--- config.mk ---
export PLATFORM = sky130hd
export DESIGN_NAME = dcc_top
export DESIGN_NICKNAME = d
export VERILOG_FILES = /design/src/rtl/dcc_pkg.sv /design/src/rtl/dcc_channel.sv /design/src/rtl/dcc_model.sv /design/src/rtl/dcc_top.sv
export SDC_FILE = /design/constraint.sdc
export NUM_CORES = 1
export LEC_CHECK = 0
export BUFFER_PORTS_ARGS = -buffer_cell sky130_fd_sc_hd__buf_2
export CAP_MARGIN = 20
export CORE_AREA = 2 2 73 75
export DETAILED_ROUTE_END_ITERATION = 8
export DIE_AREA = 0 0 75 77
export PLACE_DENSITY = 0.78
export SKIP_CTS_REPAIR_TIMING = 1
export SLEW_MARGIN = 20
export SYNTH_ARGS = -nofsm -noshare
export SYNTH_HDL_FRONTEND = slang
export SYNTH_SLANG_ARGS = --single-unit
export TNS_END_PERCENT = 1
--- constraint.sdc ---
create_clock -name clk_i -period 2.7 [get_ports clk_i]
set_clock_uncertainty 0.15 [all_clocks]
set_input_delay 0.27 -clock clk_i [delete_from_list [all_inputs] [get_ports clk_i]]
set_output_delay 0.27 -clock clk_i [all_outputs]
set_load 0.01 [all_outputs]
--- src/rtl/dcc_pkg.sv ---
// constants, field positions and carrier types of the comparator control
// assumes a 32-bit classic wishbone slave port and two analog comparators
// Operation
// - comparator output is one when positive input exceeds negative, else zero
// - both raw outputs sampled on the clock, shown read-only in status
// - sampled output change sets its flag; irq if its enable set
// - writing one clears a change flag; writing zero leaves it
// - one shared irq formed from flags gated by their enables
// - control bit 1 is the comparator's interrupt enable
// - first comparator bit 4 selects band-gap (1) or its pin (0)
// - second comparator bit 4 selects band-gap (1) or its pin (0)
// - control bit 2 enables hysteresis; off after reset
// - control bit 0 switches the comparator on
// - all registers reset to zero; offsets 0x00, 0x04, 0x08
// - sampled output bits read zero while disabled; bits 3 and 2
// - change flags at status bits 0 and 1, set by hardware
package dcc_pkg;
    localparam logic [3:0]  DCC_CTRL0_OFS  = 4'h0;
    localparam logic [3:0]  DCC_CTRL1_OFS  = 4'h4;
    localparam logic [3:0]  DCC_STAT_OFS   = 4'h8;
    localparam int          DCC_ON_BIT     = 0;
    localparam int          DCC_IE_BIT     = 1;
    localparam int          DCC_HYS_BIT    = 2;
    localparam int          DCC_NSEL_BIT   = 4;
    localparam int          DCC_FLAG_LSB   = 0;
    localparam int          DCC_OUT_LSB    = 2;
    localparam logic [4:0]  DCC_CTRL_RST   = 5'h00;
    localparam logic [31:0] DCC_CTRL_MASK  = 32'h0000_0017;
    localparam int          DCC_STABLE_NS  = 2000;
    localparam int          DCC_CLK_NS     = 10;
    localparam int          DCC_STABLE_CYC =
        (DCC_STABLE_NS + DCC_CLK_NS - 1) / DCC_CLK_NS;

    typedef struct packed {
        logic neg_select;
        logic rsvd;
        logic hysteresis_on;
        logic irq_enable;
        logic on;
    } dcc_ctrl_t;

    typedef struct packed {
        logic neg_select;
        logic hysteresis_on;
        logic on;
    } dcc_analog_t;
endpackage

--- src/rtl/dcc_channel.sv ---
// one comparator channel: sampling, change detect, sticky flag
// assumes raw output synchronous to clk_i
`timescale 1ns/100ps
module dcc_channel
    import dcc_pkg::*;
(
    // clock and reset
    input  wire logic clk_i,
    input  wire logic rst_i,
    // control
    input  wire logic on_i,
    input  wire logic clear_i,
    // analog side
    input  wire logic raw_i,
    // status
    output logic      sampled_o,
    output logic      flag_o
);
    logic next_sampled;
    logic change;

    assign next_sampled = on_i & raw_i;
    assign change       = next_sampled != sampled_o;

    always_ff @(posedge clk_i)
    begin
        if (rst_i)
        begin
            sampled_o <= 1'b0;
            flag_o    <= 1'b0;
        end
        else
        begin
            sampled_o <= next_sampled;
            flag_o    <= change | (flag_o & ~clear_i);
        end
    end

    flag_set_a: assert property (@(posedge clk_i) disable iff (rst_i)
        (next_sampled != sampled_o) |=> flag_o)
        else $error("change did not set flag");
    off_zero_a: assert property (@(posedge clk_i) disable iff (rst_i)
        !on_i |=> !sampled_o)
        else $error("sampled output not zero while off");
    clear_hold_a: assert property (@(posedge clk_i) disable iff (rst_i)
        (flag_o && !clear_i && $stable(next_sampled)) |=> flag_o)
        else $error("flag lost without clear");
endmodule

--- src/rtl/dcc_model.sv ---
// behavioural comparator decision for the analog front end view
// assumes voltages arrive as unsigned digital codes
`timescale 1ns/100ps
module dcc_model
    import dcc_pkg::*;
#(
    parameter int W = 12
)
(
    // inputs
    input  wire logic [W-1:0] pos_i,
    input  wire logic [W-1:0] neg_pin_i,
    input  wire logic [W-1:0] bandgap_i,
    input  wire logic         neg_select_i,
    // result
    output logic              out_o
);
    logic [W-1:0] neg;

    assign neg   = neg_select_i ? bandgap_i : neg_pin_i;
    assign out_o = pos_i > neg;
endmodule

--- src/rtl/dcc_top.sv ---
// wishbone register file and control of two comparators
// assumes synchronous raw comparator outputs or digitised input levels
//
// Our own choice: the Wishbone slave port.
`timescale 1ns/100ps
module dcc_top
    import dcc_pkg::*;
#(
    parameter int W = 12
)
(
    // clock and reset
    input  wire logic         clk_i,
    input  wire logic         rst_i,
    // wishbone slave
    input  wire logic         cyc_i,
    input  wire logic         stb_i,
    input  wire logic         we_i,
    input  wire logic [3:0]   adr_i,
    input  wire logic [3:0]   sel_i,
    input  wire logic [31:0]  dat_i,
    output logic      [31:0]  dat_o,
    output logic              ack_o,
    // analog inputs as codes
    input  wire logic [W-1:0] a_pos_i,
    input  wire logic [W-1:0] cmp_a_neg_pin_i,
    input  wire logic [W-1:0] b_pos_i,
    input  wire logic [W-1:0] cmp_b_neg_pin_i,
    input  wire logic [W-1:0] bandgap_i,
    // analog controls
    output dcc_analog_t       cmp_a_ctl_o,
    output dcc_analog_t       cmp_b_ctl_o,
    // interrupt
    output logic              irq_o
);
    // refuse code widths the compare path cannot serve
    if (W < 1 || W > 32)
    begin : gen_bad_w
        $error("dcc_top: W out of range");
    end

    dcc_ctrl_t   ctrl [2];
    logic [1:0]  raw;
    logic [1:0]  sampled;
    logic [1:0]  flag;
    logic [1:0]  clear;
    logic [1:0]  ie;
    logic        access;
    logic        wr_en;
    logic        hit_c0;
    logic        hit_c1;
    logic        hit_st;
    logic [31:0] stat_word;
    logic [31:0] next_dat;
    logic        next_irq;

    // bus decode, answered one cycle after request
    assign access  = cyc_i & stb_i & ~ack_o;
    assign wr_en   = access & we_i & sel_i[0];
    assign hit_c0  = adr_i == DCC_CTRL0_OFS;
    assign hit_c1  = adr_i == DCC_CTRL1_OFS;
    assign hit_st  = adr_i == DCC_STAT_OFS;

    assign stat_word = {28'h0000000, sampled, flag};
    assign next_dat  = hit_c0 ? {27'h0000000, ctrl[0]} :
                       hit_c1 ? {27'h0000000, ctrl[1]} :
                       hit_st ? stat_word : 32'h0000_0000;

    assign next_irq = |(flag & ie);

    dcc_model #(.W(W)) u_cmp_a (
        .pos_i        (a_pos_i),
        .neg_pin_i    (cmp_a_neg_pin_i),
        .bandgap_i    (bandgap_i),
        .neg_select_i (ctrl[0].neg_select),
        .out_o        (raw[0])
    );
    dcc_model #(.W(W)) u_cmp_b (
        .pos_i        (b_pos_i),
        .neg_pin_i    (cmp_b_neg_pin_i),
        .bandgap_i    (bandgap_i),
        .neg_select_i (ctrl[1].neg_select),
        .out_o        (raw[1])
    );

    genvar g;
    generate
        for (g = 0; g < 2; g++)
        begin : gen_ch
            assign ie[g]    = ctrl[g].irq_enable;
            assign clear[g] = wr_en & hit_st & dat_i[DCC_FLAG_LSB + g];
            dcc_channel u_ch (
                .clk_i     (clk_i),
                .rst_i     (rst_i),
                .on_i      (ctrl[g].on),
                .clear_i   (clear[g]),
                .raw_i     (raw[g]),
                .sampled_o (sampled[g]),
                .flag_o    (flag[g])
            );
        end
    endgenerate

    always_ff @(posedge clk_i)
    begin
        if (rst_i)
        begin
            ctrl[0] <= DCC_CTRL_RST;
            ctrl[1] <= DCC_CTRL_RST;
        end
        else
        begin
            if (wr_en && hit_c0)
                ctrl[0] <= dat_i[4:0] & DCC_CTRL_MASK[4:0];
            if (wr_en && hit_c1)
                ctrl[1] <= dat_i[4:0] & DCC_CTRL_MASK[4:0];
        end
    end

    always_ff @(posedge clk_i)
    begin
        if (rst_i)
        begin
            ack_o       <= 1'b0;
            dat_o       <= 32'h0000_0000;
            irq_o       <= 1'b0;
            cmp_a_ctl_o <= '0;
            cmp_b_ctl_o <= '0;
        end
        else
        begin
            ack_o       <= access;
            dat_o       <= access ? next_dat : 32'h0000_0000;
            irq_o       <= next_irq;
            cmp_a_ctl_o <= {ctrl[0].neg_select, ctrl[0].hysteresis_on,
                            ctrl[0].on};
            cmp_b_ctl_o <= {ctrl[1].neg_select, ctrl[1].hysteresis_on,
                            ctrl[1].on};
        end
    end

    ack_one_a: assert property (@(posedge clk_i) disable iff (rst_i)
        (cyc_i && stb_i && !ack_o) |=> ack_o ##1 !ack_o)
        else $error("ack not single cycle");
    irq_gate_a: assert property (@(posedge clk_i) disable iff (rst_i)
        (flag[0] && ie[0]) |=> irq_o)
        else $error("enabled flag did not raise irq");
    irq_quiet_a: assert property (@(posedge clk_i) disable iff (rst_i)
        !(|(flag & ie)) |=> !irq_o)
        else $error("irq without enabled flag");
    hys_reset_a: assert property (@(posedge clk_i)
        $past(rst_i) |-> !cmp_a_ctl_o.hysteresis_on)
        else $error("hysteresis on after reset");
    sel_follow_a: assert property (@(posedge clk_i) disable iff (rst_i)
        !$past(rst_i) |->
        cmp_b_ctl_o.neg_select == $past(ctrl[1].neg_select))
        else $error("select not driven out");
    rdat_idle_a: assert property (@(posedge clk_i) disable iff (rst_i)
        !ack_o |-> dat_o == 32'h0000_0000)
        else $error("read data not zero outside ack");
    irq_gate_b_a: assert property (@(posedge clk_i) disable iff (rst_i)
        (flag[1] && ie[1]) |=> irq_o)
        else $error("enabled flag b did not raise irq");
endmodule

### Yosys cells after proc, flatten, opt, wreduce, memory -nomap -nowiden

Memories as Yosys holds them, arrays and structs flattened.
Index checks and enable logic that the tools add are counted.

| word-level totals | value |
|---|---|
| memories kept | 1 |
| word-level logic and storage cells | 62 |
| bits of input ports | 105 |
| memory bits (writable) | 8 |
| register bits after elaboration | 44 |

| cells by class | value |
|---|---|
| order comparisons | 2 |
| equality and inequality tests | 4 |
| mux-type cells | 15 |
| bitwise operators | 20 |
| reductions and logical operators | 6 |

Memory list:

| memory | depth | width | rd ports | clocked after memory_dff | write ports | RTL line | source |
|---|---|---|---|---|---|---|---|
| ctrl | 2 | 4 | 2 | 0 | 2 | dcc_top.sv:42 | `dcc_ctrl_t ctrl [2];` |

Operators with widths:

| kind | count |
|---|---|
| 12-bit > comparator | 2 |
| 12-bit 2-to-1 mux | 2 |
| 4-bit 2-to-1 mux | 3 |
| 1-bit AND | 11 |
| 5-bit 2-to-1 mux | 2 |
| 1-bit 2-to-1 mux | 8 |
| 4-bit by 3-bit == test with 1-bit output, second input constant | 1 |
| 4-bit == test, second input constant | 1 |
| 4-bit logical NOT | 1 |
| 1-bit inverter | 4 |
| 1-bit OR | 4 |
| 2-bit OR reduction | 2 |
| 4-bit OR reduction | 1 |
| 2-bit AND | 1 |
| 1-bit logical AND | 2 |
| 1-bit != test | 2 |

### Logic depth before layout (Yosys ltp)

Gate-level depths: netlist of the first run.

| depth | value |
|---|---|
| depth after elaboration | 9 |
| mapped depth | 9 |

### Hierarchy

From an unflattened synthesis of the first run, not the netlist that was laid out.

| unflattened totals | value |
|---|---|
| cells, all modules | 201 |
| area total of the unflattened synthesis | 1939.4 um^2 |

By module, submodules not included:

| module | cells each | area each (um^2) | times used |
|---|---|---|---|
| dcc_top | 97 | 1021.0 | 1 |
| dcc_model | 44 | 381.6 | 2 |
| dcc_channel | 8 | 77.6 | 2 |

### Worst setup path after synthesis of the first run

OpenSTA, ideal clock, no wires.

| path | value |
|---|---|
| path type | register to register |
| from | memory ctrl[0][3] in the netlist's numbering |
| to | register gen_ch[0].u_ch.flag_o |
| clock period less this slack | 2372 ps |
| data arrival time | 2131 ps |
| buffers on the path | 2 |
| cell stages (with the launch flop) | 10 |
| setup time | 91 ps |
| slack | 328 ps |
| data required time | 2459 ps |
| path through | edfxtp_1 -> clkbuf_1 -> buf_2 -> mux2i_1 -> ha_1 -> a21o_1 -> a211oi_1 -> o32ai_1 -> or2_0 -> a311oi_1 |

RTL lines:

| element | RTL line | source |
|---|---|---|
| start: declaration | dcc_top.sv:42 |  |
| end signal: assignment | dcc_channel.sv:35 | `flag_o <= change \| (flag_o & ~clear_i);` |
| end: declaration | dcc_channel.sv:17 | `output logic flag_o` |

==> impl_metrics.yaml, run 1 <==
logic_synthesis:
  syn_avg_cell_area_um2: 9.832
  yosysSeqAreaShare_pct: 29.97
  synth_area_um2: 1937
  yosys_warnings: 0
  synth_top_flop_cell: "dfxtp_1"
  yosysUniqueCellTypes: 38
  synthCells: 197
  synth-seq-cells: 25
  synth_edf_count: 8
  async_reset_ff_share_pct: 0
drt:
  drt-wirelength-per-cell_um: 12.46
  vias: 1690
  first_pass_iters: 4
  viasPerCell: 4.788
  drc_errors: 0
  wl_um: 4399
  dr.first_iter.drc_count: 57
  drtAntennaViolNets: 0
min_path:
  min_path_type: "in -> reg"
  hold_start: "dat_i[4]"
  min_to: "ctrl[0][7]"
  min_path_cells: 2
place:
  io_buffer_count: 86
  post-place-ws_ns: 0.2022
  place_congestion: 0.8011
  dp_hpwl_um: 3714
critical_path:
  cpPeakStageDelay_ns: 0.56
  crit_slowest_cell: "edfxtp_1"
  crit_path_start_kind: "flop"
  cp.arrival_ns: 2.53
  r2r_setup_slack_ns: 0.19
  r2r_cells: 8
  r2r-start: "ctrl[0][7]"
  crit_chain: "buf_4 -> mux2i_1 -> ha_1 -> a21o_2 -> a21oi_1 -> o32ai_1 -> or2_0 -> a311oi_1"
  path_max_fanout: 8
  worst-path-buf-inv: 1
  critical_path_class: "reg -> reg"
  r2r_end: "gen_ch[1].u_ch.flag_o"
  worstSetupEndpointType: "flop"
  critPathRequiredTime_ns: 2.72
  cp_top_family: "compound AO/OA/AOI/OAI gates"
sta:
  period_minus_slack_ns: 2.511
  fmax_ghz: 0.3983
  final.setup.worst_slack_ns: 0.1893
  tns_ns: 0
  finalHoldViolCount: 0
  finalCritPeriodShare_pct: 92.99
  maxSlewViolCount: 0
  relSlewSlack_pct: 59.73
  setup_viol: 0
  grt_setup_unrepaired: "false"
  tightest_slew_ns: 0.5977
floorplan:
  die_area_um2: 5775
  initial_core_util_pct: 38.91
  fp.dieW_um: 75
  die_y_um: 77
  fp-row-count: 26
  core-area_um2: 4977
  io_pins: 145
grt:
  grt_max_degree: 14
  grt_pass1_vias: 1588
  grt_overflow: 0
  grt_pass1_wl_um: 6900
  antenna_found_initial: 0
  track_usage_pct: 15.20
finish:
  final_layout_size_suffix_gt1_share_pct: 34.98
  layout.nets: 413
  diodes: 0
  fillCellCount: 500
  syn2layout_area_growth_pct: 23.06
  post-route-util_pct: 47.89
clock_tree:
  clkSinkCount: 25
  clk_path_buf_depth: 2
  clock_latency_ns: 0.26
  clockRootBuffer: "clkbuf_8"
  clk_pin_slew_ns: 0.08
  cts_buffers: 3
  cts_tree: "yes"
  htree_levels: 1
power:
  power_density_nw_per_um2: 365.2
  p_leak_uw: 0.001226
  ir_worst_vdd_mv: 0.1830
  totalPowerFinal_uw: 870.4
job:
  cap_violations: 0
outcome:
  status: "complete, no violations"
[Yosys cell counts, types with 2 or more instances]
cell type / number / area [um^2]
or2_0: 2 / 12.51
a311oi_1: 2 / 17.52
nor4_1: 2 / 12.51
clkbuf_1: 2 / 7.510
edfxtp_1: 8 / 240.2
a22oi_1: 4 / 30.03
ha_1: 24 / 300.3
mux2i_1: 23 / 230.2
nor2b_1: 8 / 50.05
inv_1: 8 / 30.03
a21o_1: 3 / 22.52
o21bai_1: 2 / 15.01
buf_2: 3 / 15.01
nand4_1: 6 / 37.54
and2_1: 4 / 25.02
o32ai_1: 2 / 17.52
nand2_1: 6 / 22.52
o21ai_0: 3 / 15.01
buf_4: 27 / 202.7
and4b_1: 2 / 20.02
a21oi_1: 6 / 30.03
a211oi_1: 2 / 15.01
mux2_2: 5 / 56.30
o21a_1: 2 / 15.01
o31ai_1: 2 / 15.01
dfxtp_1: 17 / 340.3
a31oi_1: 2 / 12.51
o31a_1: 2 / 17.52
nor2_1: 9 / 33.78
[worst max-delay path by stage]
| stage | startpoint | to | slack, ns | depth (start not counted) |
|---|---|---|---|---|
| floorplan | ctrl[0][3] | gen_ch[0].u_ch.flag_o | 0.33 | 9 |
| global placement | ctrl[0][7] | gen_ch[1].u_ch.flag_o | 0.23 | 8 |
| detailed placement | ctrl[0][7] | gen_ch[1].u_ch.flag_o | 0.20 | 8 |
| CTS | ctrl[0][7] | gen_ch[1].u_ch.flag_o | 0.17 | 8 |
| global route | ctrl[0][7] | gen_ch[1].u_ch.flag_o | 0.01 | 8 |
| finish | ctrl[0][7] | gen_ch[1].u_ch.flag_o | 0.19 | 8 |
[state kept, by name (all words and copies together) (netlist names)]
register,cells
cmp_b_ctl_o,3
dat_o,5
irq_o,1
gen_ch.u_ch.sampled_o,2
gen_ch.u_ch.flag_o,2
cmp_a_ctl_o,3
ctrl,8
ack_o,1
[power by group]
| group | switching, uW | internal, uW | leakage, uW |
|---|---|---|---|
| sequential | 11.2 | 401 | 0.000220 |
| combinational | 127 | 119 | 0.000983 |
| clock | 107 | 105 | 0.0000228 |
[layout make-up]
class	instances	area, um^2	area share, %
multi-input cells	157	1187	49.82
flip-flops and latches	25	580.6	24.36
repair buffers	89	452.9	19.00
well taps	70	87.58	3.675
clock buffers	4	45.04	1.890
inverters	8	30.03	1.260
[through the flow]
step / instance area (um^2) / hold slack, ns / cells
4_1_cts: 2384 / 0.1514 / 353
2_1_floorplan: 2034 / 0.2999 / 223
6_report: 2384 / 0.1555 / 353
5_1_grt: 2384 / 0.1623 / 353
3_5_place_dp: 2338 / 0.3161 / 349
3_3_place_gp: 2338 / 0.3159 / 349
[worst reg2reg max path, cell delays in order, from the launching register on]
cell and delay (ns):
edfxtp_1 0.56, buf_4 0.27, mux2i_1 0.21, ha_1 0.26, a21o_2 0.21, a21oi_1 0.14, o32ai_1 0.13, or2_0 0.21
a311oi_1 0.26
[logic make-up after synthesis]
logic type	synth area share, %
buffers and inverters	13.76
other	0.1936
DFF	29.97
and+or+nand+nor	13.82
muxes	14.79
adders and majority gates	15.50
AOI/OAI and AO/OA	11.95
[placed cells by master, fill, tap and decap left out, types with 5 or more instances in the layout]
| master | n |
|---|---|
| nand4_1 | 6 |
| nor2_1 | 9 |
| inv_1 | 8 |
| nor2b_1 | 8 |
| ha_1 | 24 |
| buf_2 | 86 |
| edfxtp_1 | 8 |
| nand2_1 | 6 |
| a21oi_1 | 6 |
| conb_1 | 27 |
| mux2_2 | 5 |
| mux2i_1 | 23 |
| dfxtp_1 | 17 |
[layer usage]
layer	global-route usage, %	vias up	share of wire, %
li1	-	840	-
met1	18.12	761	41
met2	27.46	79	50
met3	2.628	10	7.4
met4	3.571	0	2.2
met5	0	-	0
(Power assumes the default switching activity.)
==> run 2: changes to the inputs <==
Settings changed: PLACE_DENSITY 0.78 to not set, PLACE_DENSITY_LB_ADDON set to 0.08.
==> run 2 against run 1 <==
First-iteration DRC count fell by 35%. Sequential share of layout area fell by 0.11 points. Fmax rose by 2.2%. Via count fell by 5.1%. Clock power rose by 4%. Clock-buffer cell count fell by 1. Global-route usage fell by 0.75 points. Final area rose by 0.47%. Final cell count rose by 0.28%. Combinational power barely moved. Critical endpoint unchanged.
==> impl_metrics.yaml, run 2 (synthesis gave the netlist of run 1 again) <==
outcome:
  status: "complete, no violations"
sta:
  worst_hold_slack_ns: 0.1433
  finalHoldViolCount: 0
  grt_setup_unrepaired: "false"
  tns_ns: 0
  relSlewSlack_pct: 54.94
  fmax_ghz: 0.4069
  maxSlewViolCount: 0
  period_minus_slack_ns: 2.458
  finalCritPeriodShare_pct: 91.02
  tightest_slew_ns: 0.6708
  setup_viol: 0
power:
  power_density_nw_per_um2: 365.7
  p_leak_uw: 0.001230
  pwr-share-clk_pct: 25.3
  p_comb_share_pct: 27.8
  power.net_switching_uw: 250.8
  pwr-share-seq_pct: 47.0
  internal_power_uw: 625.1
  sw_frac_of_total_pct: 28.63
  ir_worst_vdd_mv: 0.2036
critical_path:
  critical_path_class: "reg -> reg"
  worstSetupEndpointType: "flop"
  critPathRequiredTime_ns: 2.73
  r2r_setup_slack_ns: 0.24
  crit_path_start_kind: "flop"
  path_max_fanout: 8
  cp.arrival_ns: 2.49
grt:
  grt_pass1_vias: 1488
  antenna_found_initial: 0
  grt_max_degree: 16
  grt_pass1_wl_um: 6568
  grt_overflow: 0
  track_usage_pct: 14.45
drt:
  drc_errors: 0
  drt-wirelength-per-cell_um: 12.01
  dr.first_iter.drc_count: 37
  vias: 1603
  wl_um: 4251
  viasPerCell: 4.528
  drtAntennaViolNets: 0
  first_pass_iters: 4
finish:
  layout_common_cells: "86 x buf_2, 27 x conb_1, 24 x ha_1, 23 x mux2i_1, 17 x dfxtp_1"
  largest_registers: "ctrl: 8 flops, dat_o: 5 flops"
  post-route-util_pct: 48.11
  diodes: 0
  layout.nets: 414
  final_layout_size_suffix_gt1_share_pct: 35.56
  fillCellCount: 500
  finalNonFillerCells: 354
  layout_commonest_cell: "buf_2"
  largest_reg_flops: 8
  largest-register: "ctrl"
  syn2layout_area_growth_pct: 23.64
floorplan:
  io_pins: 145
  fp.dieW_um: 75
  fp-row-count: 26
  die_area_um2: 5775
  initial_core_util_pct: 38.91
  core-area_um2: 4977
  die_y_um: 77
min_path:
  min_path_type: "in -> reg"
clock_tree:
  clk_path_buf_depth: 2
  clock_latency_ns: 0.27
  clk_pin_slew_ns: 0.08
  clockRootBuffer: "clkbuf_8"
  cts_tree: "yes"
  cts_buffers: 3
  clkSinkCount: 25
  htree_levels: 1
place:
  place_congestion: 0.7524
  io_buffer_count: 86
  post-place-cells: 350
  dp_hpwl_um: 3688
job:
  cap_violations: 0
[run 2: metrics by stage]
stage | area, um^2 | total power, uW | setup slack, ns
2_1_floorplan | 2034 | 598.3 | 0.3285
4_1_cts | 2395 | 887.3 | 0.1799
5_1_grt | 2395 | 932.8 | 0.07561
3_5_place_dp | 2346 | 665.2 | 0.2036
3_3_place_gp | 2346 | 663.0 | 0.2051
6_report | 2395 | 875.9 | 0.2424
[run 2: worst paths after layout]
kind	from	to	cells after the start
hold / removal	dat_i[4]	ctrl[0][7]	2
setup / recovery	ctrl[0][7]	gen_ch[1].u_ch.flag_o	8
setup reg to reg	ctrl[0][7]	gen_ch[1].u_ch.flag_o	8
hold reg to reg	ctrl[0][2]	cmp_a_ctl_o[1]	1
[run 2: cell type report]
type                    count  area [um^2]  area share, %
clock inverters             1        7.507         0.3135
multi-input cells         157         1187          49.58
inverters                   8        30.03          1.254
well taps                  70        87.58          3.657
flip-flops and latches     25        580.6          24.24
clock buffers               3        41.29          1.724
repair buffers             90        460.4          19.23
[run 2: routing by layer]
metal / GRT usage (%) / part of all wire [%]
met5: 0 / 0
met2: 25.09 / 48
met1: 18.67 / 45
met4: 1.607 / 0.31
met3: 3.022 / 6.3
[run 2: worst max-delay path, cell delays in order (launching register included)]
cell and delay (ns):
edfxtp_1 0.53, buf_4 0.26, mux2i_1 0.22, ha_1 0.27
a21o_2 0.21, a21oi_1 0.14, o32ai_1 0.12, or2_0 0.21
a311oi_1 0.24
[run 2: power by group through the flow]
stage	Clock [uW]	Sequential [uW]	Combinational, uW
after floorplan	0	418	181
after global placement	0	420	243
after detailed placement	0	420	245
after CTS	229	412	246
after global routing	242	414	277
final	221	411	243
==> run 3: changes to the inputs <==
Settings changed: ABC_AREA set to 1, CORE_AREA 2 2 73 75 to 2 2 76 78, DIE_AREA 0 0 75 77 to 0 0 78 80, PLACE_DENSITY set to 0.72, PLACE_DENSITY_LB_ADDON 0.08 to not set.
==> run 3 against run 2 <==
First-iteration DRC count is 84% higher. Worst setup slack better by 0.14 ns. Sequential share of layout area is 1.4 points lower. Worst hold slack worse by 0.0048 ns. Synthesized cell count is 52% higher. Wire length is 10% higher. Total power is 1.6% higher. Final area is 6.3% higher. Critical endpoint unchanged. Largest power group unchanged.
==> impl_metrics.yaml, run 3 <==
outcome:
  status: "complete, no violations"
floorplan:
  fp-row-count: 27
  initial_core_util_pct: 38.94
  die_area_um2: 6240
  fp.dieW_um: 78
  io_pins: 145
  core-area_um2: 5405
  die_y_um: 80
drt:
  vias: 1965
  drc_errors: 0
  first_pass_iters: 4
  drt-wirelength-per-cell_um: 10.26
  viasPerCell: 4.309
  dr.first_iter.drc_count: 68
  wl_um: 4677
  drtAntennaViolNets: 0
critical_path:
  crit_slowest_cell: "edfxtp_1"
  cp_top_family: "flip-flops"
  crit_path_start_kind: "flop"
  path_max_fanout: 25
  cpPeakStageDelay_ns: 0.79
  crit_chain: "o21ai_0 -> ha_1 -> nand2_2 -> nor2_4 -> nand2_2 -> inv_1 -> nand2_1 -> nand3_2 -> nand2_2 -> nand2_1 -> nand3_1 -> nand2_1 -> inv_1"
  critical_path_class: "reg -> reg"
  critPathRequiredTime_ns: 2.72
  cp.arrival_ns: 2.34
  worst-path-buf-inv: 2
  worstSetupEndpointType: "flop"
sta:
  grt_setup_unrepaired: "false"
  setup_viol: 0
  period_minus_slack_ns: 2.317
  worst_hold_slack_ns: 0.1385
  relSlewSlack_pct: 54.83
  fmax_ghz: 0.4316
  tightest_slew_ns: 0.6775
  finalCritPeriodShare_pct: 85.81
  maxSlewViolCount: 0
  finalHoldViolCount: 0
  tns_ns: 0
clock_tree:
  htree_levels: 1
  cts_buffers: 3
  cts_tree: "yes"
  clkSinkCount: 25
  clk_pin_slew_ns: 0.09
  clockRootBuffer: "clkbuf_8"
  clock_latency_ns: 0.27
  clk_path_buf_depth: 2
finish:
  layout_common_cells: "86 x buf_2, 74 x nand2_1, 51 x inv_1, 27 x conb_1"
  largest_reg_flops: 8
  diodes: 0
  largest_registers: "ctrl: 8 flops, dat_o: 5 flops"
  layout.nets: 514
  fillCellCount: 594
  finalNonFillerCells: 456
  final_layout_size_suffix_gt1_share_pct: 29.69
  layout_commonest_cell: "buf_2"
  syn2layout_area_growth_pct: 20.93
  largest-register: "ctrl"
  post-route-util_pct: 47.08
power:
  power_density_nw_per_um2: 349.5
  p_leak_uw: 0.001491
  ir_worst_vdd_mv: 0.1484
place:
  place_congestion: 0.8280
  io_buffer_count: 86
  dp_hpwl_um: 4129
  post-place-cells: 452
min_path:
  min_path_type: "in -> reg"
logic_synthesis:
  synth_area_leaders: "dfxtp_1 16%, ha_1 14%, nand2_1 13%"
  synth_edf_count: 8
  yosysUniqueCellTypes: 24
  synthCells: 300
  syn_avg_cell_area_um2: 7.015
  synth_area_um2: 2105
  synth-seq-cells: 25
  async_reset_ff_share_pct: 0
  yosysSeqAreaShare_pct: 27.59
  synth_top_area_share_pct: 16.17
  synth_top_flop_cell: "dfxtp_1"
  ys_top_cells_by_count: "74 x nand2_1, 51 x inv_1, 28 x buf_4, 24 x ha_1, 24 x o21ai_0"
  synth_most_common_cell: "nand2_1"
  yosys_warnings: 0
  synth_top_area_cell: "dfxtp_1"
grt:
  track_usage_pct: 15.10
  grt_max_degree: 26
  grt_overflow: 0
  grt_pass1_vias: 1850
  antenna_found_initial: 0
  grt_pass1_wl_um: 7534
job:
  cap_violations: 0
==> run 3: cell families after synthesis <==
family,count (synthesis),share of synthesized area [%]
simple gates,125,27.82
buf+inv,85,20.15
compound gates,40,9.988
flops,25,27.59
fa+ha+maj,24,14.27
other cells,1,0.1782
==> run 3: tightest hold or removal path, cell delays in order <==
cell and delay, ns:
buf_2 0.11, nand3b_4 0.09, nor2_4 0.05
==> run 3: layout make-up <==
class	count	area (um^2)	area share (%)
multi-input cells	216	1197	47.05
flip-flops and latches	25	580.6	22.81
repair buffers	86	430.4	16.91
inverters	53	198.9	7.817
well taps	72	90.09	3.540
clock buffers	3	41.29	1.622
clock inverters	1	6.256	0.2458
==> run 3: stage by stage <==
| stage | setup slack [ns] | total power, uW | instance area, um^2 |
|---|---|---|---|
| after global placement | 0.4035 | 671.4 | 2497 |
| after global routing | 0.1233 | 958.9 | 2545 |
| after floorplan | 0.7292 | 616.0 | 2202 |
| final | 0.3831 | 889.6 | 2545 |
| after detailed placement | 0.3702 | 679.2 | 2497 |
| after CTS | 0.3483 | 899.5 | 2545 |
==> run 3: routing by layer <==
layer	wire length [um]	GRT usage [%]	share of wire, %	vias to the layer above
met5	0	0	0	-
met2	2366	27.84	51	62
met1	1974	17.28	42	849
met3	257	2.489	5.5	7
li1	-	-	-	1047
met4	78	6.140	1.7	0
==> run 3: worst paths after layout <==
kind | startpoint | endpoint | slack [ns] | cells after the start
max | ctrl[0][7] | gen_ch[1].u_ch.flag_o | 0.38 | 13
min | stb_i | ack_o | 0.14 | 3
max reg2reg | ctrl[0][7] | gen_ch[1].u_ch.flag_o | 0.38 | 13
min reg2reg | gen_ch[1].u_ch.flag_o | irq_o | 0.32 | 2
==> run 3: power breakdown <==
part	internal, uW	total (uW)	switching [uW]
Clock	105	221	115
Combinational	109	255	145
Sequential	401	414	12.7
